`config.mk`:
```
export PLATFORM = sky130hd
export DESIGN_NAME = interrupt_enable_set_clear
export DESIGN_NICKNAME = d
export VERILOG_FILES = /design/src/core/irq_enable_pkg.sv /design/src/core/line_sync.sv /design/src/core/interrupt_enable_set_clear.sv
export SDC_FILE = /design/constraint.sdc
export NUM_CORES = 1
export LEC_CHECK = 0
export ABC_AREA = 1
export BUFFER_PORTS_ARGS = -buffer_cell sky130_fd_sc_hd__buf_2
export CORE_MARGIN = 3
export CORE_UTILIZATION = 35
export DETAILED_ROUTE_END_ITERATION = 10
export SLEW_MARGIN = 40
export SYNTH_ARGS = -nofsm -noshare
export SYNTH_HDL_FRONTEND = slang
export SYNTH_SLANG_ARGS = --single-unit
```
`constraint.sdc`:
```
create_clock -name ref_clk -period 10.48 [get_ports ref_clk]
set_input_delay 1.572 -clock ref_clk [delete_from_list [all_inputs] [get_ports ref_clk]]
set_output_delay 1.572 -clock ref_clk [all_outputs]
set_load 0.01 [all_outputs]
```
`src/core/irq_enable_pkg.sv`:
```
// Purpose: Shared constants and carriers for the interrupt enable block
// Assumes: Register offsets are byte addresses inside the controller window
// Notes:   Reserved enable positions are not implemented and read as zero
package irq_enable_pkg;

  localparam int unsigned ADDR_W    = 12;
  localparam int unsigned DATA_W    = 32;
  localparam int unsigned SYNC_DEPTH = 2;

  // Register byte offsets
  localparam logic [ADDR_W-1:0] OFS_ENABLE_SET_GROUP0   = 12'h100;
  localparam logic [ADDR_W-1:0] OFS_ENABLE_SET_GROUP1   = 12'h104;
  localparam logic [ADDR_W-1:0] OFS_ENABLE_CLEAR_GROUP0 = 12'h180;
  localparam logic [ADDR_W-1:0] OFS_ENABLE_CLEAR_GROUP1 = 12'h184;

  // Implemented enable positions; the holes are the reserved bits
  localparam logic [DATA_W-1:0] GROUP0_IMPL_MASK = 32'hbfff_fffb;
  localparam logic [DATA_W-1:0] GROUP1_IMPL_MASK = 32'h0000_011f;

  localparam logic [DATA_W-1:0] ENABLE_RESET = 32'h0000_0000;
  localparam logic [DATA_W-1:0] RDATA_IDLE   = 32'h0000_0000;

  // Register access request from the core side
  typedef struct packed {
    logic              sel;
    logic              write;
    logic [ADDR_W-1:0] addr;
    logic [DATA_W-1:0] wdata;
  } reg_req_t;

  // First group enable layout, msb first
  typedef struct packed {
    logic       en_mailbox;
    logic       rsvd30;
    logic       en_real_time_clock;
    logic       en_adc_threshold_error;
    logic       en_adc_sequence_b;
    logic       en_adc_sequence_a;
    logic [1:0] en_spi_port;
    logic [2:0] en_i2c_port;
    logic [3:0] en_usart_port;
    logic       en_state_config_timer;
    logic [4:0] en_counter_timer;
    logic       en_multi_rate_timer;
    logic       en_micro_tick;
    logic [3:0] en_pin_slice;
    logic       en_gpio_group0;
    logic       en_dma;
    logic       rsvd2;
    logic       en_brownout;
    logic       en_watchdog;
  } group0_enables_t;

  // Second group enable layout, msb first
  typedef struct packed {
    logic [22:0] rsvd31_9;
    logic        en_repetitive_timer;
    logic [2:0]  rsvd7_5;
    logic [3:0]  en_pin_slice_hi;
    logic        en_gpio_group1;
  } group1_enables_t;

endpackage : irq_enable_pkg

```
`src/core/line_sync.sv`:
```
// Purpose: Two-stage synchroniser for a bus of independent level lines
// Assumes: Each bit is a level; no multi-bit coherence is implied
// Notes:   The first stage feeds the second stage only
`timescale 1ns/1ps
`default_nettype none

module line_sync #(
  parameter int unsigned WIDTH = 32
) (
  input  wire logic             ref_clk,
  input  wire logic             reset,
  input  wire logic [WIDTH-1:0] async_in,
  output var  logic [WIDTH-1:0] sync_out
);

  logic [WIDTH-1:0] meta_reg;

  always_ff @(posedge ref_clk or posedge reset) begin
    if (reset) begin
      meta_reg <= '0;
      sync_out <= '0;
    end else begin
      meta_reg <= async_in;
      sync_out <= meta_reg;
    end
  end

endmodule : line_sync

`default_nettype wire

```
`src/core/interrupt_enable_set_clear.sv`:
```
// Purpose: Interrupt enable state with set-enable and clear-enable registers
// Assumes: One register access per request; peripheral lines are asynchronous
// Notes:   Enable state gates each line before it is passed to the core
// Function
// - First set register covers lines 0..31
// - Set register: ones enable, zeros ignored
// - Reads return current enable state
// - Group0 bits 0..8 gate listed sources
// - Group0 bits 9..16 gate timer sources
// - Group0 bits 17..25 gate serial ports
// - Group0 bits 26..31 gate ADC, clock, mailbox
// - Group0 bits 2, 30 reserved
// - Group1 bits 0..4, 8 gate listed sources
// - Group1 bits 7:5, 31:9 reserved
// - Clear register: ones disable, zeros ignored
// - Group0 clear shares mapping and flops
// - Group1 clear mirrors group1 set mapping
`timescale 1ns/1ps
`default_nettype none

module interrupt_enable_set_clear (
  input  wire logic                               ref_clk,
  input  wire logic                               reset,
  input  wire irq_enable_pkg::reg_req_t           reg_req,
  output var  logic [irq_enable_pkg::DATA_W-1:0]  reg_rdata,
  output var  logic                               reg_ready,
  output var  logic                               reg_error,
  input  wire logic [irq_enable_pkg::DATA_W-1:0]  line_in_group0,
  input  wire logic [irq_enable_pkg::DATA_W-1:0]  line_in_group1,
  output var  logic [irq_enable_pkg::DATA_W-1:0]  core_irq_group0,
  output var  logic [irq_enable_pkg::DATA_W-1:0]  core_irq_group1,
  output var  logic                               core_irq_any
);
  import irq_enable_pkg::*;

  group0_enables_t   enable0_reg;
  group0_enables_t   enable0_next;
  group1_enables_t   enable1_reg;
  group1_enables_t   enable1_next;
  logic [DATA_W-1:0] rdata_next;
  group0_enables_t   line0_view;
  group1_enables_t   line1_view;
  logic [DATA_W-1:0] gated_group0;
  logic [DATA_W-1:0] gated_group1;

  // Nets, since every source's synchroniser drives its own field
  wire group0_enables_t sync0_view;
  wire group1_enables_t sync1_view;

  // Address decode
  wire hit_set0   = (reg_req.addr == OFS_ENABLE_SET_GROUP0);
  wire hit_set1   = (reg_req.addr == OFS_ENABLE_SET_GROUP1);
  wire hit_clear0 = (reg_req.addr == OFS_ENABLE_CLEAR_GROUP0);
  wire hit_clear1 = (reg_req.addr == OFS_ENABLE_CLEAR_GROUP1);
  wire hit_group0 = hit_set0 | hit_clear0;
  wire hit_group1 = hit_set1 | hit_clear1;
  wire hit_any    = hit_group0 | hit_group1;

  wire wr_set0   = reg_req.sel & reg_req.write & hit_set0;
  wire wr_set1   = reg_req.sel & reg_req.write & hit_set1;
  wire wr_clear0 = reg_req.sel & reg_req.write & hit_clear0;
  wire wr_clear1 = reg_req.sel & reg_req.write & hit_clear1;
  wire rd_group0 = reg_req.sel & ~reg_req.write & hit_group0;
  wire rd_group1 = reg_req.sel & ~reg_req.write & hit_group1;

  // Writes into reserved positions are dropped so those bits never hold state
  wire [DATA_W-1:0] set_bits0   = reg_req.wdata & GROUP0_IMPL_MASK;
  wire [DATA_W-1:0] clear_bits0 = reg_req.wdata & GROUP0_IMPL_MASK;
  wire [DATA_W-1:0] set_bits1   = reg_req.wdata & GROUP1_IMPL_MASK;
  wire [DATA_W-1:0] clear_bits1 = reg_req.wdata & GROUP1_IMPL_MASK;

  // One request per cycle, so a set and a clear never meet in one edge
  assign enable0_next = wr_set0   ? (enable0_reg | set_bits0) :
                        wr_clear0 ? (enable0_reg & ~clear_bits0) :
                        enable0_reg;
  assign enable1_next = wr_set1   ? (enable1_reg | set_bits1) :
                        wr_clear1 ? (enable1_reg & ~clear_bits1) :
                        enable1_reg;

  // Set and clear addresses of one group read the same flops
  assign rdata_next = rd_group0 ? enable0_reg :
                      rd_group1 ? enable1_reg :
                      RDATA_IDLE;

  always_ff @(posedge ref_clk or posedge reset) begin
    if (reset) begin
      enable0_reg <= ENABLE_RESET;
      enable1_reg <= ENABLE_RESET;
    end else begin
      enable0_reg <= enable0_next;
      enable1_reg <= enable1_next;
    end
  end

  always_ff @(posedge ref_clk or posedge reset) begin
    if (reset) begin
      reg_rdata <= RDATA_IDLE;
      reg_ready <= 1'b0;
      reg_error <= 1'b0;
    end else begin
      reg_rdata <= rdata_next;
      reg_ready <= reg_req.sel;
      reg_error <= reg_req.sel & ~hit_any;
    end
  end

  // Peripheral lines may come from other clocks. Each source has its own synchroniser
  // sized from its field, so a slip in the bit mapping shows up as a width clash
  assign line0_view = line_in_group0;
  assign line1_view = line_in_group1;

  line_sync #(
    .WIDTH    ($bits(line0_view.en_watchdog))
  ) u_sync_watchdog (
    .ref_clk  (ref_clk),
    .reset    (reset),
    .async_in (line0_view.en_watchdog),
    .sync_out (sync0_view.en_watchdog)
  );

  line_sync #(
    .WIDTH    ($bits(line0_view.en_brownout))
  ) u_sync_brownout (
    .ref_clk  (ref_clk),
    .reset    (reset),
    .async_in (line0_view.en_brownout),
    .sync_out (sync0_view.en_brownout)
  );

  line_sync #(
    .WIDTH    ($bits(line0_view.en_dma))
  ) u_sync_dma (
    .ref_clk  (ref_clk),
    .reset    (reset),
    .async_in (line0_view.en_dma),
    .sync_out (sync0_view.en_dma)
  );

  line_sync #(
    .WIDTH    ($bits(line0_view.en_gpio_group0))
  ) u_sync_gpio_group0 (
    .ref_clk  (ref_clk),
    .reset    (reset),
    .async_in (line0_view.en_gpio_group0),
    .sync_out (sync0_view.en_gpio_group0)
  );

  line_sync #(
    .WIDTH    ($bits(line0_view.en_pin_slice))
  ) u_sync_pin_slice (
    .ref_clk  (ref_clk),
    .reset    (reset),
    .async_in (line0_view.en_pin_slice),
    .sync_out (sync0_view.en_pin_slice)
  );

  line_sync #(
    .WIDTH    ($bits(line0_view.en_micro_tick))
  ) u_sync_micro_tick (
    .ref_clk  (ref_clk),
    .reset    (reset),
    .async_in (line0_view.en_micro_tick),
    .sync_out (sync0_view.en_micro_tick)
  );

  line_sync #(
    .WIDTH    ($bits(line0_view.en_multi_rate_timer))
  ) u_sync_multi_rate_timer (
    .ref_clk  (ref_clk),
    .reset    (reset),
    .async_in (line0_view.en_multi_rate_timer),
    .sync_out (sync0_view.en_multi_rate_timer)
  );

  line_sync #(
    .WIDTH    ($bits(line0_view.en_counter_timer))
  ) u_sync_counter_timer (
    .ref_clk  (ref_clk),
    .reset    (reset),
    .async_in (line0_view.en_counter_timer),
    .sync_out (sync0_view.en_counter_timer)
  );

  line_sync #(
    .WIDTH    ($bits(line0_view.en_state_config_timer))
  ) u_sync_state_config_timer (
    .ref_clk  (ref_clk),
    .reset    (reset),
    .async_in (line0_view.en_state_config_timer),
    .sync_out (sync0_view.en_state_config_timer)
  );

  line_sync #(
    .WIDTH    ($bits(line0_view.en_usart_port))
  ) u_sync_usart_port (
    .ref_clk  (ref_clk),
    .reset    (reset),
    .async_in (line0_view.en_usart_port),
    .sync_out (sync0_view.en_usart_port)
  );

  line_sync #(
    .WIDTH    ($bits(line0_view.en_i2c_port))
  ) u_sync_i2c_port (
    .ref_clk  (ref_clk),
    .reset    (reset),
    .async_in (line0_view.en_i2c_port),
    .sync_out (sync0_view.en_i2c_port)
  );

  line_sync #(
    .WIDTH    ($bits(line0_view.en_spi_port))
  ) u_sync_spi_port (
    .ref_clk  (ref_clk),
    .reset    (reset),
    .async_in (line0_view.en_spi_port),
    .sync_out (sync0_view.en_spi_port)
  );

  line_sync #(
    .WIDTH    ($bits(line0_view.en_adc_sequence_a))
  ) u_sync_adc_sequence_a (
    .ref_clk  (ref_clk),
    .reset    (reset),
    .async_in (line0_view.en_adc_sequence_a),
    .sync_out (sync0_view.en_adc_sequence_a)
  );

  line_sync #(
    .WIDTH    ($bits(line0_view.en_adc_sequence_b))
  ) u_sync_adc_sequence_b (
    .ref_clk  (ref_clk),
    .reset    (reset),
    .async_in (line0_view.en_adc_sequence_b),
    .sync_out (sync0_view.en_adc_sequence_b)
  );

  line_sync #(
    .WIDTH    ($bits(line0_view.en_adc_threshold_error))
  ) u_sync_adc_threshold_error (
    .ref_clk  (ref_clk),
    .reset    (reset),
    .async_in (line0_view.en_adc_threshold_error),
    .sync_out (sync0_view.en_adc_threshold_error)
  );

  line_sync #(
    .WIDTH    ($bits(line0_view.en_real_time_clock))
  ) u_sync_real_time_clock (
    .ref_clk  (ref_clk),
    .reset    (reset),
    .async_in (line0_view.en_real_time_clock),
    .sync_out (sync0_view.en_real_time_clock)
  );

  line_sync #(
    .WIDTH    ($bits(line0_view.en_mailbox))
  ) u_sync_mailbox (
    .ref_clk  (ref_clk),
    .reset    (reset),
    .async_in (line0_view.en_mailbox),
    .sync_out (sync0_view.en_mailbox)
  );

  line_sync #(
    .WIDTH    ($bits(line1_view.en_gpio_group1))
  ) u_sync_gpio_group1 (
    .ref_clk  (ref_clk),
    .reset    (reset),
    .async_in (line1_view.en_gpio_group1),
    .sync_out (sync1_view.en_gpio_group1)
  );

  line_sync #(
    .WIDTH    ($bits(line1_view.en_pin_slice_hi))
  ) u_sync_pin_slice_hi (
    .ref_clk  (ref_clk),
    .reset    (reset),
    .async_in (line1_view.en_pin_slice_hi),
    .sync_out (sync1_view.en_pin_slice_hi)
  );

  line_sync #(
    .WIDTH    ($bits(line1_view.en_repetitive_timer))
  ) u_sync_repetitive_timer (
    .ref_clk  (ref_clk),
    .reset    (reset),
    .async_in (line1_view.en_repetitive_timer),
    .sync_out (sync1_view.en_repetitive_timer)
  );

  // Reserved positions have no source behind them
  assign sync0_view.rsvd2    = 1'b0;
  assign sync0_view.rsvd30   = 1'b0;
  assign sync1_view.rsvd7_5  = '0;
  assign sync1_view.rsvd31_9 = '0;

  // Bit n of each enable gates line n; the struct layout fixes the sources
  assign gated_group0 = sync0_view & enable0_reg;
  assign gated_group1 = sync1_view & enable1_reg;

  // Registered outputs add one cycle after the synchroniser
  always_ff @(posedge ref_clk or posedge reset) begin
    if (reset) begin
      core_irq_group0 <= '0;
      core_irq_group1 <= '0;
      core_irq_any    <= 1'b0;
    end else begin
      core_irq_group0 <= gated_group0;
      core_irq_group1 <= gated_group1;
      core_irq_any    <= (|gated_group0) | (|gated_group1);
    end
  end

endmodule : interrupt_enable_set_clear

`default_nettype wire

```
==> results.md, run 1 <==
* Status: complete, no violations
* # resized after CTS at 0
* Initial DRT Pass Iterations at 4
* WL per Instance at 14.0 um
* H-tree depth at 4
* Post-route minimum period at 3.01 ns
* First DRT Iteration DRCs at 163
* Core Box Area at roughly 18000 um^2
* Worst path max stage delay at about 0.4 ns
* Crit path cell chain: buf_2 > nor2_1 > nand2_1 > nor2_4 > buf_8 > nand2_2 > clkinv_2 > nand2_4 > nor2_1
* # IOs at 211
* VDD IR max at between 0.1 and 0.15 mV
* Fill cell total of the finished layout at 1703
* Post-Synth Adder-Cell Area at 0
* Reg-to-reg critical path endpoint: core_irq_any
* CP Depth at 9
* Die area at 19900 um^2
* Seq/Total Area, Yosys at 0.697
* Skew-Pair Late Insertion Delay at 0.42 ns
* Rows at 48
* RSZ-0062 raised after global routing: no
* Clk sinks at 178
* Synthesized area at 6390 um^2
* Max Cap Violations at 0
* Simple-Gate Fraction of Synth Area at 0.179
* Post-Synth XOR/XNOR Area at 0
* Via count at 4176
* Global-route wire length before repair at 21.9 mm
* Synth warn at 0
* Slew of the pin with the lowest slew margin at 0.759 ns
* Count of different cell masters after synthesis at 22
* Clock transition at path regs at around 0.070 ns
* Clock Path Buffers at 2
* Largest net degree at the start of global routing at 63
* Quantity of I/O buffers inserted on ports at 152
* Hold Crit Endpoint: u_sync_gpio_group1.sync_out
* Most common cell on crit path: nor2_1
* DRT Wirelength at 13.9 mm
* Routed Antenna Nets at 0
* Max FO, Critical Path at 25
* CTS tree: built
* Vias/cell at between 4 and 5
* Synth top area share at 0.697
* Dpl hpwl at roughly 9.7 mm
* Vias in the first global route at 4259
* Most common cell after layout, fill and taps aside: dfrtp_1
* Clk root buf: clkbuf_16
* Final GP Congestion at between 0.7 and 0.8
* Slew Viols, Final at 0
* Worst hold start: u_sync_gpio_group1.meta_reg
* Largest area contributor in the netlist: dfrtp_1
* Clock skew at 0.00883 ns
* Worst path arrival time at around 3.4 ns
* Cells after synthesis at 602
* Reg2Reg Depth at 5
* Final count of hold timing violations at 0
* Gr ovfl total at 0
* Ant. Diodes at 0
* GRT Overall Usage at 0.145
* Crit path max-delay family: simple AND/OR/NAND/NOR gates
* Worst min path class: reg -> reg
* Initial antenna violation count at 0
* Average cell area after synthesis at 10.6 um^2
* Rel. slew slack at 0.493
* Reg area at 4450 um^2
* Fin crit share at 0.287
* Multiplexer share of the synthesized area at 0
* WHS Path Cells at 0
* Synth area leaders: dfrtp_1 (70%), inv_1 (6.9%), nor2_1 (5.1%), nand2_1 (5.0%), nand4_1 (4.3%)
* Post-synthesis compound-gate area fraction at 0.00509
* Setup violations, final at 0
* Hold-fix buffers, CTS at 0
* Pwr Density at 180 nW/um^2
* Most frequent cells in the layout: dfrtp_1 (178), buf_2 (152), inv_1 (115)
* Critical path's slowest cell: nor2_4
* Critical path buffers and inverters at 3
* Critical path class: in -> reg
* Nets at roughly 870
* Die W at around 140 um
* CTS buffer count at 17
* Post-route DRC at 0
* Multi-input gate area in the final layout at 1290 um^2
* Setup Fix Bufs, Post-CTS at 0
* Starting Density at 0.363
* Yosys reg bits at 178
* Share of layout cells above drive strength 1 at 0.279
* R2r setup slk at 9.24 ns
* Crit path capture type: flop
* Die Y at 141 um
* Data required, critical path at 10.82 ns
* Total power at 1.41 mW
* Leakage dissipation at 4.56 nW
* Largest family of logic cells by synthesized area: simple AND/OR/NAND/NOR gates
* Startpoint types: input pin
* Layout Area Growth over Synthesis at 23.2%
* Highest clock rate at 332 MHz
* Setup TNS at 0 ns
cells in the mapped netlist:
cell / number
a21boi_0: 1
buf_2: 3
buf_4: 32
buf_6: 2
clkbuf_1: 7
clkinv_1: 1
clkinv_2: 1
conb_1: 1
dfrtp_1: 178
inv_1: 117
inv_2: 1
nand2_1: 86
nand2_2: 1
nand2_4: 1
nand3_1: 7
nand4_1: 44
nor2_1: 87
nor2_2: 21
nor2_4: 1
nor3_1: 4
o21ai_0: 5
or2_2: 1
power breakdown:
part,internal [mW],switching (mW)
Sequential,0.709,0.00567
Clock,0.362,0.271
Combinational,0.0209,0.0457
Total,1.09,0.323
per-layer routing:
| layer | up-vias | wire length, um | track usage |
|---|---|---|---|
| met5 | - | 0 | 0 |
| met4 | 0 | 172 | 0.0546 |
| met3 | 12 | 981 | 0.0417 |
| met2 | 139 | 6710 | 0.235 |
| met1 | 1969 | 6080 | 0.186 |
| li1 | 2056 | - | - |
cell families (layout without fill, tap and decap cells):
family / after synthesis / count (layout)
and+or+nand+nor: 253 / 253
buffers and inverters: 164 / 308
other: 1 / 29
DFF: 178 / 178
AOI/OAI and AO/OA: 6 / 6
metrics by stage:
stage	area, um^2	hold WS, ns	cells	setup WS, ns	util
after floorplan	6500	0.331	630	4.08	-
after global placement	7260	0.332	966	6.82	0.413
after detailed placement	7260	0.335	966	6.83	0.413
after CTS	7860	0.350	998	7.28	0.446
after global routing	7870	0.355	999	7.27	0.447
final	7870	0.347	999	7.47	0.447
how the worst max path moves through the flow:
stage	from	slack, ns	endpoint
after CTS	reset	7.28	asynchronous set/reset pin
after global placement	reg_req[34]	6.82	reg_rdata[31]
after floorplan	reset	4.08	asynchronous set/reset pin
after global routing	reset	7.27	asynchronous set/reset pin
after detailed placement	reset	6.83	core_irq_group0[10]
final	reg_req[34]	7.47	reg_rdata[26]
area by class of cell:
cell class | instances | area share
Sequential cell | 178 | 0.566
Multi-Input combinational cell | 288 | 0.164
Timing Repair Buffer | 156 | 0.102
Inverter | 120 | 0.0580
Clock buffer | 19 | 0.0563
Tap cell | 225 | 0.0358
Clock inverter | 13 | 0.0189
Power figures use the tool's default switching activity.
==> inputs of run 2 (changes only) <==
==> constraint.sdc (replaced) <==
create_clock -name ref_clk -period 2.8 [get_ports ref_clk]
set_input_delay 0.42 -clock ref_clk [delete_from_list [all_inputs] [get_ports ref_clk]]
set_output_delay 0.42 -clock ref_clk [all_outputs]
set_load 0.01 [all_outputs]
==> results.md, run 2 (same netlist as run 1, synthesis figures left out) <==
* CTS buffer count at 17 (unchanged)
* Crit path from: reg_req[37]
* Vias/cell at 4.22 (+0.98%)
* Routed Antenna Nets at 0 (unchanged)
* Gate power share at 0.048 (about the same)
* Initial antenna violation count at 0 (unchanged)
* Fin crit share at 0.519
* Setup Fix Bufs, Post-CTS at 0 (unchanged)
* Leakage dissipation at 4.57 nW (+0.22%)
* Layout Utilization at 0.449 (+0.00178)
* Sequential share of power at 0.500 (-0.005)
* Post-route minimum period at 1.45 ns
* Worst Setup Slack, final at 1.35 ns (-6.13 ns)
* Pint at 4.21 mW (+290%)
* Final count of hold timing violations at 0 (unchanged)
* # resized after CTS at 0 (unchanged)
* Clock skew at 0.00739 ns (-0.00144 ns)
* Psw at 1.14 mW (+250%)
* Largest net degree at the start of global routing at 109 (+73%)
* Data required, critical path at 3.13 ns (-7.69 ns)
* Clk pwr share at 0.452 (+0.004)
* Nets at 875 (+0.23%)
* Critical path class: in -> reg
* Slew Viols, Final at 0 (unchanged)
* Most common cell after layout, fill and taps aside: dfrtp_1
* VDD IR max at 0.563 mV (+440%)
* Layout Area Growth over Synthesis at 23.7%
* Quantity of I/O buffers inserted on ports at 152 (unchanged)
* Max Cap Violations at 0 (unchanged)
* Vias in the first global route at 4278 (+0.45%)
* Startpoint types: input pin
* Busiest metal layer after global routing: met2
* Clk root buf: clkbuf_16
* Via count at 4221 (+1.1%)
* Worst path arrival time at 1.79 ns (-1.56 ns)
* Clock transition at path regs at 0.07 ns (about the same)
* Initial DRT Pass Iterations at 4 (unchanged)
* First DRT Iteration DRCs at 242 (+48%)
* Core Box Area at 17600 um^2 (unchanged)
* GRT Overall Usage at 0.148 (+0.00276)
* DRT Wirelength at 14.2 mm (+1.5%)
* Rel. slew slack at 0.594 (+0.101)
* Routing usage on met1 at 0.188 (+0.00174)
* Clk sinks at 178 (unchanged)
* # IOs at 211 (unchanged)
* Global-route wire length before repair at 22.5 mm (+2.6%)
* Final GP Congestion at 0.759 (+6.2%)
* Clock Path Buffers at 2 (unchanged)
* H-tree depth at 4 (unchanged)
* Max FO, Critical Path at 25 (unchanged)
* Highest clock rate at 688 MHz
* Switching share of power at 0.213 (-0.0151)
* Crit path capture type: flop
* Setup TNS at 0 ns (unchanged)
* Starting Density at 0.363 (unchanged)
* Slew of the pin with the lowest slew margin at 0.609 ns (-0.150 ns)
* CTS tree: built
* Hold_ws at 0.103 ns (-0.244 ns)
* DP Area at 7300 um^2 (+0.52%)
* Gr ovfl total at 0 (unchanged)
* Met2 global-route usage at 0.244 (+0.00928)
* Worst min path class: in -> reg
* Die Y at 141 um (unchanged)
* Most frequent cells in the layout: dfrtp_1 (178), buf_2 (152), inv_1 (116)
* Ant. Diodes at 0 (unchanged)
* Dpl hpwl at 9.72 mm (about the same)
* Pwr Density at 676 nW/um^2 (+280%)
* Share of layout cells above drive strength 1 at 0.276 (-0.00294)
* Die area at 19900 um^2 (unchanged)
* Post-placement worst setup slack at 0.888 ns (-5.94 ns)
* Post-route DRC at 0 (unchanged)
* Setup violations, final at 0 (unchanged)
* WL per Instance at 14.2 um (+1.4%)
* Die W at 141 um (unchanged)
* Rows at 48 (unchanged)
* Hold-fix buffers, CTS at 0 (unchanged)
* Design area at 7910 um^2 (+0.40%)
* Worst hold start: line_in_group0[31]
* Skew-Pair Late Insertion Delay at 0.42 ns (about the same)
* Met3 Usage GRT at 0.0431 (+0.00136)
* RSZ-0062 raised after global routing: no
* Status: complete, no violations
## run 2: per-stage QoR
stage / instances / total power [mW]
after floorplan: 630 / 2.88
after global placement: 969 / 2.98
after detailed placement: 969 / 2.98
after CTS: 1000 / 5.43
after global routing: 1000 / 5.58
final: 1000 / 5.35
## run 2: per-layer routing
metal	vias up	share of wire
met3	17	0.067
met5	-	0
li1	2064	-
met4	0	0.017
met2	141	0.49
met1	1999	0.43
## run 2: final timing paths
kind | endpoint | slack (ns) | cells past startpoint
max | reg_rdata[18] | 1.35 | 8
min | u_sync_mailbox.meta_reg | 0.10 | 1
max reg2reg | core_irq_any | 1.51 | 5
min reg2reg | u_sync_pin_slice.sync_out[2] | 0.35 | 0
max in group asynchronous | u_sync_adc_sequence_b.sync_out | 2.16 | 3
min in group asynchronous | u_sync_usart_port.sync_out[1] | 0.19 | 3
## run 2: layout make-up
cell class	count	area, um^2
Fill cell	1704	9690
Sequential cell	178	4450
Multi-Input combinational cell	288	1290
Timing Repair Buffer	158	822
Clock buffer	23	478
Inverter	120	455
Tap cell	225	282
Clock inverter	8	126
## run 2: power groups by stage
| stage | combinational (mW) | sequential (mW) | clock (mW) |
|---|---|---|---|
| after global routing | 0.291 | 2.68 | 2.61 |
| after detailed placement | 0.262 | 2.72 | 0 |
| after global placement | 0.259 | 2.72 | 0 |
| after floorplan | 0.142 | 2.73 | 0 |
| final | 0.255 | 2.67 | 2.42 |
| after CTS | 0.263 | 2.67 | 2.50 |
## run 2: worst max-delay path, cell delays in order
cell and delay [ns]:
buf_2 0.09, nor2_1 0.09, nand2_1 0.08, inv_2 0.29, nand2_2 0.19, clkinv_2 0.15, nand2_4 0.27, nor2_2 0.18
